### src/hw/exec_trace_pkg.sv
package exec_trace_pkg;

    // =========================================================
    // register map (byte addresses, one aligned word each)
    localparam logic [11:0] ip_offset   = 12'h000;
    localparam logic [11:0] ac_offset   = 12'h004;
    localparam logic [11:0] pc_offset   = 12'h008;
    localparam logic [11:0] tc_offset   = 12'h00c;
    localparam logic [11:0] ctl_offset  = 12'h010;
    localparam logic [11:0] evt_offset  = 12'h014;
    localparam logic [11:0] stat_offset = 12'h018;
    localparam logic [11:0] ssp_offset  = 12'h01c;

    // =========================================================
    // reset values
    localparam logic [31:0] ip_reset = 32'h0000_0000;
    localparam logic [31:0] ac_reset = 32'h0000_0000;
    localparam logic [31:0] pc_reset = 32'h0000_0000;
    localparam logic [31:0] tc_reset = 32'h0000_0000;

    // =========================================================
    // process control fields
    localparam int pc_trace_en_bit = 0;
    localparam int pc_mode_bit     = 1;
    localparam int pc_pending_bit  = 10;
    localparam logic [31:0] pc_writable = 32'h0000_0403;

    // =========================================================
    // trace control fields: mode bits 1..7, event bits 17..23
    localparam int n_subtypes    = 7;
    localparam int tc_mode_base  = 1;
    localparam int tc_event_base = 17;
    localparam logic [31:0] tc_writable = 32'h00fe_00fe;

    // =========================================================
    // system table layout
    localparam logic [7:0] entry_type_supervisor = 8'h02;
    localparam logic [31:0] ssp_byte_offset      = 32'h0000_000c;
    localparam logic [31:0] entry_byte_base      = 32'h0000_0030;
    localparam int ctl_tbl_busy_bit = 0;

    // =========================================================
    // event port encodings
    typedef enum logic [2:0] {
        sub_instruction,
        sub_branch,
        sub_call,
        sub_return,
        sub_prereturn,
        sub_supervisor,
        sub_breakpoint
    } trace_subtype_t;

endpackage : exec_trace_pkg

### src/hw/table_fetch_if.sv
`timescale 1ns/1ps
interface table_fetch_if;
    logic        req;
    logic [31:0] addr;
    logic        ack;
    logic [31:0] data;
    modport core  (output req, output addr, input ack, input data);
    modport table_port (input req, input addr, output ack, output data);
endinterface : table_fetch_if

### src/hw/exec_mode_and_trace_control.sv
// Added by the designer: register access over APB and the register offsets.
`timescale 1ns/1ps
module exec_mode_and_trace_control
    import exec_trace_pkg::*;
(
    // clock and reset
    input  wire logic        pclk,
    input  wire logic        presetn,
    // apb slave
    input  wire logic        psel,
    input  wire logic        penable,
    input  wire logic        pwrite,
    input  wire logic [11:0] paddr,
    input  wire logic [31:0] pwdata,
    output logic [31:0]      prdata,
    output logic             pready,
    output logic             pslverr,
    // pipeline: system calls
    input  wire logic        call_valid,
    input  wire logic [7:0]  call_index,
    input  wire logic        call_trace_table,
    input  wire logic [31:0] call_ip,
    // pipeline: privileged instruction check
    input  wire logic        priv_valid,
    output logic             priv_fault,
    // pipeline: trace and fault events
    input  wire logic        trace_valid,
    input  wire logic [2:0]  trace_subtype,
    input  wire logic        fault_valid,
    input  wire logic        fault_return,
    // pipeline: results
    output logic             trace_fault,
    output logic             call_done,
    output logic [31:0]      target_ptr,
    output logic [31:0]      stack_ptr,
    output logic             supervisor_stack
);
    // =========================================================
    // state
    typedef enum {st_idle, st_fetch_entry, st_fetch_ssp} call_st_t;

    typedef struct packed {
        call_st_t    st;
        logic [31:0] ip;
        logic [31:0] ac;
        logic [31:0] pc;
        logic [31:0] tc;
        logic [31:0] ssp;
        logic [31:0] entry;
        logic        tbl_sel;
        logic [7:0]  idx;
        logic        sup_call;
        logic        trace_fault;
        logic        priv_fault;
        logic        call_done;
        logic [31:0] target;
        logic [31:0] stack;
        logic        sup_stack;
        logic [31:0] prdata;
        logic        pready;
        logic        pslverr;
        logic        tbl_we;
        logic [3:0]  tbl_idx;
        logic [31:0] tbl_data;
        logic        freq;
        logic [31:0] faddr;
    } core_state_t;

    core_state_t state_reg;
    core_state_t state_next;

    table_fetch_if fetch ();

    // both tables share one layout; the trace table sits above the system one
    function automatic logic [31:0] table_addr(input logic sel, input logic [31:0] byte_off);
        table_addr = {26'h0, sel, 5'h0} + byte_off;
    endfunction : table_addr

    function automatic logic [31:0] entry_addr(input logic sel, input logic [7:0] idx);
        entry_addr = table_addr(sel, entry_byte_base + {24'h0, idx[5:0], 2'b00});
    endfunction : entry_addr

    table_memory #(.depth(16)) u_tables (
        .pclk      (pclk),
        .presetn   (presetn),
        .fetch     (fetch.table_port),
        .load_we   (state_reg.tbl_we),
        .load_idx  (state_reg.tbl_idx),
        .load_data (state_reg.tbl_data)
    );

    assign fetch.req  = state_reg.freq;
    assign fetch.addr = state_reg.faddr;

    logic apb_access;
    logic apb_wr;
    logic supervisor;
    logic trace_hit;

    assign apb_access = psel && penable && !state_reg.pready;
    assign apb_wr     = apb_access && pwrite;
    assign supervisor = state_reg.pc[pc_mode_bit];

    // =========================================================
    // next state
    always_comb begin
        state_next             = state_reg;
        state_next.trace_fault = 1'b0;
        state_next.priv_fault  = 1'b0;
        state_next.call_done   = 1'b0;
        state_next.tbl_we      = 1'b0;
        state_next.pready      = apb_access;
        state_next.pslverr     = 1'b0;
        trace_hit              = trace_valid && state_reg.pc[pc_trace_en_bit]
                                 && state_reg.tc[tc_mode_base + 32'(trace_subtype)];

        // apb writes; reserved bits are forced to zero, software should write zero anyway
        if (apb_wr) begin
            unique case (paddr)
                ip_offset:  state_next.ip = pwdata;
                ac_offset:  state_next.ac = pwdata;
                pc_offset:  state_next.pc = pwdata & pc_writable;
                tc_offset:  state_next.tc = pwdata & tc_writable;
                ctl_offset: state_next.pslverr = 1'b0;
                evt_offset: begin
                    state_next.tbl_we   = 1'b1;
                    state_next.tbl_idx  = pwdata[27:24];
                    state_next.tbl_data = {8'h0, pwdata[23:0]};
                end
                ssp_offset: state_next.ssp = pwdata;
                default:    state_next.pslverr = 1'b1;
            endcase
        end
        if (apb_access) begin
            unique case (paddr)
                ip_offset:   state_next.prdata = state_reg.ip;
                ac_offset:   state_next.prdata = state_reg.ac;
                pc_offset:   state_next.prdata = state_reg.pc;
                tc_offset:   state_next.prdata = state_reg.tc;
                ctl_offset:  state_next.prdata = 32'h0;
                evt_offset:  state_next.prdata = 32'h0;
                stat_offset: state_next.prdata = {31'h0, state_reg.st != st_idle};
                ssp_offset:  state_next.prdata = state_reg.ssp;
                default: begin
                    state_next.prdata  = 32'h0;
                    state_next.pslverr = 1'b1;
                end
            endcase
        end

        // privileged gate
        if (priv_valid) begin
            state_next.priv_fault = !supervisor;
        end

        // trace events: event flags set by hardware win over software clear
        // a code past the last subtype is dropped, else it would land on a reserved bit
        if (trace_valid && 32'(trace_subtype) < n_subtypes) begin
            state_next.tc[tc_event_base + 32'(trace_subtype)] = 1'b1;
        end
        if (trace_hit && fault_valid) begin
            state_next.pc[pc_pending_bit] = 1'b1;
        end else if (trace_hit) begin
            state_next.trace_fault = 1'b1;
        end
        if (fault_return && state_reg.pc[pc_pending_bit] && !(trace_hit && fault_valid)) begin
            state_next.trace_fault        = 1'b1;
            state_next.pc[pc_pending_bit] = 1'b0;
        end

        // system call sequence
        unique case (state_reg.st)
            st_idle: begin
                if (call_valid) begin
                    state_next.ip      = call_ip;
                    state_next.tbl_sel = call_trace_table;
                    state_next.idx     = call_index;
                    state_next.freq    = 1'b1;
                    state_next.faddr   = entry_addr(call_trace_table, call_index);
                    state_next.st      = st_fetch_entry;
                end
            end
            st_fetch_entry: begin
                if (fetch.ack) begin
                    state_next.entry    = fetch.data;
                    state_next.sup_call = fetch.data[1:0] == entry_type_supervisor[1:0];
                    state_next.faddr    = table_addr(state_reg.tbl_sel, ssp_byte_offset);
                    state_next.freq     = 1'b0;
                    state_next.st       = st_fetch_ssp;
                end
            end
            st_fetch_ssp: begin
                state_next.freq = !fetch.ack;
                if (fetch.ack) begin
                    state_next.target    = {state_reg.entry[31:2], 2'b00};
                    state_next.call_done = 1'b1;
                    state_next.st        = st_idle;
                    if (state_reg.sup_call && !supervisor) begin
                        state_next.pc[pc_mode_bit]     = 1'b1;
                        state_next.pc[pc_trace_en_bit] = fetch.data[0];
                        state_next.ssp                 = {fetch.data[31:2], 2'b00};
                        state_next.stack               = {fetch.data[31:2], 2'b00};
                        state_next.sup_stack           = 1'b1;
                    end else begin
                        state_next.stack     = supervisor ? state_reg.ssp : state_reg.stack;
                        state_next.sup_stack = supervisor;
                    end
                end
            end
            default: state_next.st = st_idle;
        endcase
    end

    always_ff @(posedge pclk or negedge presetn) begin
        if (!presetn) begin
            state_reg    <= '0;
            state_reg.st <= st_idle;
            state_reg.ip <= ip_reset;
            state_reg.ac <= ac_reset;
            state_reg.pc <= pc_reset;
            state_reg.tc <= tc_reset;
        end else begin
            state_reg <= state_next;
        end
    end

    assign prdata           = state_reg.prdata;
    assign pready           = state_reg.pready;
    assign pslverr          = state_reg.pslverr;
    assign priv_fault       = state_reg.priv_fault;
    assign trace_fault      = state_reg.trace_fault;
    assign call_done        = state_reg.call_done;
    assign target_ptr       = state_reg.target;
    assign stack_ptr        = state_reg.stack;
    assign supervisor_stack = state_reg.sup_stack;
endmodule : exec_mode_and_trace_control

### src/hw/table_memory.sv
`timescale 1ns/1ps
module table_memory
    import exec_trace_pkg::*;
#(
    parameter int depth = 16
) (
    // clock and reset
    input  wire logic    pclk,
    input  wire logic    presetn,
    // table fetch port
    table_fetch_if.table_port fetch,
    // software load port
    input  wire logic        load_we,
    input  wire logic [3:0]  load_idx,
    input  wire logic [31:0] load_data
);
    // =========================================================
    // state
    typedef struct packed {
        logic        ack;
        logic [31:0] data;
    } mem_state_t;

    logic [31:0] words [depth];
    mem_state_t  state_reg;
    mem_state_t  state_next;

    always_ff @(posedge pclk) begin
        if (load_we) begin
            words[load_idx] <= load_data;
        end
    end

    always_comb begin
        state_next      = state_reg;
        state_next.ack  = fetch.req && !state_reg.ack;
        state_next.data = words[fetch.addr[5:2]];
    end

    always_ff @(posedge pclk or negedge presetn) begin
        if (!presetn) begin
            state_reg <= '0;
        end else begin
            state_reg <= state_next;
        end
    end

    assign fetch.ack  = state_reg.ack;
    assign fetch.data = state_reg.data;
endmodule : table_memory

### config.mk
export PLATFORM = sky130hd
export DESIGN_NAME = exec_mode_and_trace_control
export DESIGN_NICKNAME = d
export VERILOG_FILES = /design/src/hw/exec_trace_pkg.sv /design/src/hw/table_fetch_if.sv /design/src/hw/exec_mode_and_trace_control.sv /design/src/hw/table_memory.sv
export SDC_FILE = /design/constraint.sdc
export NUM_CORES = 1
export LEC_CHECK = 0
export BUFFER_PORTS_ARGS = -buffer_cell sky130_fd_sc_hd__buf_2
export CAP_MARGIN = 0
export CORE_MARGIN = 2
export CORE_UTILIZATION = 60
export DETAILED_ROUTE_END_ITERATION = 7
export PLACE_DENSITY_LB_ADDON = 0.05
export SKIP_CTS_REPAIR_TIMING = 1
export SLEW_MARGIN = 30
export SYNTH_ARGS = -nofsm -noshare
export SYNTH_HDL_FRONTEND = slang
export SYNTH_SLANG_ARGS = --single-unit
### constraint.sdc
create_clock -name pclk -period 5.3 [get_ports pclk]
set_input_delay 1.06 -clock pclk [delete_from_list [all_inputs] [get_ports pclk]]
set_output_delay 1.06 -clock pclk [all_outputs]
set_load 0.01 [all_outputs]
==> results_dict.tcl <==
set metrics [dict create \
    antenna_found_initial 2 \
    utilization_pct 67.99 \
    ys_seq_elements 683 \
    path_clk_slew_ns 0.05 \
    fp-row-count 79 \
    clk_latency_ns 0.61 \
    io_pins 200 \
    p_per_area_mw_per_mm2 339.5 \
    drive_gt1_share_pct 29.15 \
    final_common_cell "edfxtp_1" \
    fin_nets 2041 \
    slew_headroom_pct 35.15 \
    globalRouteMet3Util_pct 4.993 \
    final_cells 2592 \
    rsz0062_at_grt "false" \
    synthArstFlopShare_pct 43.78 \
    use_met1_pct 41.33 \
    drt_iter0_drc 1902 \
    cts_root_buf "clkbuf_16" \
    grt_first_pass_wirelength_um 107300 \
    worst_pin_slew_ns 0.9696 \
    drv_cap 0 \
    cts_tree "done" \
    grt_max_degree 89 \
    final_cell_mix "384 x edfxtp_1, 295 x dfrtp_1, 184 x buf_2, 121 x mux4_2, 93 x o21ai_0" \
    dieArea_sq_mm 0.04899 \
    cts_sinks 683 \
    fin_skew_ns 0.02550 \
    drc_errors 0 \
    fp.dieH_um 221.3 \
    worstHoldPathType "in -> async" \
    whs_ns 0.4517 \
    cts-htree-levels 3 \
    vias_per_cell 6.473 \
    grt-ovfl-total 0 \
    final_antenna_net_count 0 \
    startpoint "paddr[4]" \
    worstPathRequired_ns 5.71 \
    timing.fmax_ghz 0.3093 \
    start_util_pct 60.88 \
    largest_reg_flops 384 \
    r2r_slack_ns 2.61 \
    worst_r2r_endpoint "u_tables.fetch.data[13]" \
    core_area_sq_mm 0.04656 \
    crit_end "state_reg[353]" \
    fin_tns_setup_ns 0 \
    syn_inst 1840 \
    synth.cell_area_sq_mm 0.02834 \
    ir_worst_vdd_mv 0.3480 \
    setup_violations 0 \
    report.final.slew_viol_count 0 \
    layout_worst_path_cycle_share_pct 61.01 \
    gp_congestion 0.8830 \
    cp-end-kind "flop" \
    io_buffers 185 \
    drt-total-wl_um 71670 \
    start_kind "primary input" \
    cts_buffers 70 \
    synth-edff-count 384 \
    leakagePower_uw 0.01195 \
    critPathKind "in -> reg" \
    routedWlPerCell_um 27.65 \
    hpwl_um 43350 \
    grtUsageTotal_pct 29.50 \
    dp.cells 2469 \
    avgSynthCellArea_sq_um 15.40 \
    die_w_um 221.3 \
    drt_first_pass_iters 5 \
    rr_startpoint "fetch.addr[2]" \
    period_minus_slack_ns 3.233 \
    synth.yosys.seq_area_share_pct 67.08 \
    synth-main-ff-cell "edfxtp_1" \
    vias 16779 \
    area_growth_syn_to_layout_pct 11.68 \
    ctsLongestPathBuffers 3 \
    path_max_fanout 26 \
    dpl_cell_area_sq_mm 0.02933 \
    grt_use_met2_pct 47.30 \
    top_usage_layer "met2" \
    critPathArrivalTime_ns 3.64 \
    yosysWarnings 0 \
    fin_area_sq_mm 0.03165 \
    status "complete, no violations" \
    synth_cell_types 62 \
    grt_pass1_vias 16771 \
    final_hold_viol_count 0 \
    reg2reg_depth 3 \
]
-- final cells by class --
class,count,area (sq um)
flip-flops and latches,683,19030
fillers,3158,14900
multi-input cells,932,8172
clock buffers,97,2027
repair buffers,233,1329
well taps,607,759.5
clock inverters,23,280.3
inverters,15,56.30
diodes,2,5.005
-- metrics by stage --
| step | power, uW | setup WS (ns) |
|---|---|---|
| after floorplan | 5769 | 2.293 |
| after global placement | 5904 | 1.451 |
| after detailed placement | 5908 | 1.433 |
| after CTS | 10810 | 2.048 |
| after global routing | 11030 | 1.974 |
| final | 10750 | 2.067 |
-- where the power goes --
group          internal, uW  switching, uW
sequential             5580           5.40
clock                  2960           1990
combinational          58.9            161
-- cells in the mapped netlist (2+ instances only) --
master    count  area share (%)
a22oi_1      44             1.2
buf_4        96             2.5
nor3_4        2            0.11
nand2b_1      9            0.20
o21ai_0      93             1.6
buf_6         2           0.079
nor3_1        8            0.14
or4_4         2           0.079
mux2_2       81             3.2
inv_1        15            0.20
a31oi_1      84             1.9
buf_1        16            0.21
mux2i_1      47             1.7
xnor2_1       3           0.093
o221ai_2      3            0.16
nand2_1      93             1.2
nor2b_1      24            0.53
o22ai_1      20            0.44
dfrtp_1     299              26
and3_1       12            0.26
a22o_1       31            0.96
a211o_1       2           0.062
clkbuf_1     89             1.2
ha_1          8            0.35
buf_2        16            0.28
nor2_1       76             1.0
a21oi_1      39            0.69
nand3_1      51            0.90
edfxtp_1    384              41
o21ai_1       4           0.071
and2_1       11            0.24
mux2_1        9            0.36
nand3b_1      5            0.13
a221o_1       3            0.11
mux4_2      121             9.6
o21ai_2       7            0.22
o31ai_1       3           0.079
nand4_1       2           0.044
a21boi_0      3           0.079
-- metal layers --
| layer | vias up | part of all wire [%] |
|---|---|---|
| li1 | 7135 | - |
| met1 | 8687 | 40 |
| met2 | 808 | 49 |
| met3 | 149 | 7.3 |
| met4 | 0 | 3.6 |
| met5 | - | 0 |
-- critical path, cell delays in order --
cell,delay (ns)
buf_2,0.36
nor2_1,0.84
nand2_1,0.67
buf_4,0.41
o21ai_0,0.17
a31oi_1,0.11
-- worst min-delay path by stage --
| stage | from | end | slack, ns | cells after the start |
|---|---|---|---|---|
| after floorplan | state_reg[192] | target_ptr[10] | 0.43 | 2 |
| after global placement | state_reg[205] | target_ptr[23] | 0.45 | 2 |
| after detailed placement | state_reg[192] | target_ptr[10] | 0.46 | 2 |
| after CTS | supervisor_stack | supervisor_stack | 0.47 | 2 |
| after global routing | state_reg[192] | target_ptr[10] | 0.49 | 2 |
| final | presetn | priv_fault | 0.45 | 1 |
-- kinds of logic after synthesis --
kind of cell    Yosys count  share of synthesized area (%)
flops                   683                          67.08
compound gates          346                          7.831
simple gates            307                          5.284
mux                     258                          14.85
buf+inv                 234                          4.494
fa+ha+maj                 8                         0.3532
xor+xnor                  3                        0.09272
other cells               1                        0.01323
Note: power is estimated with default switching activity, not from simulation.
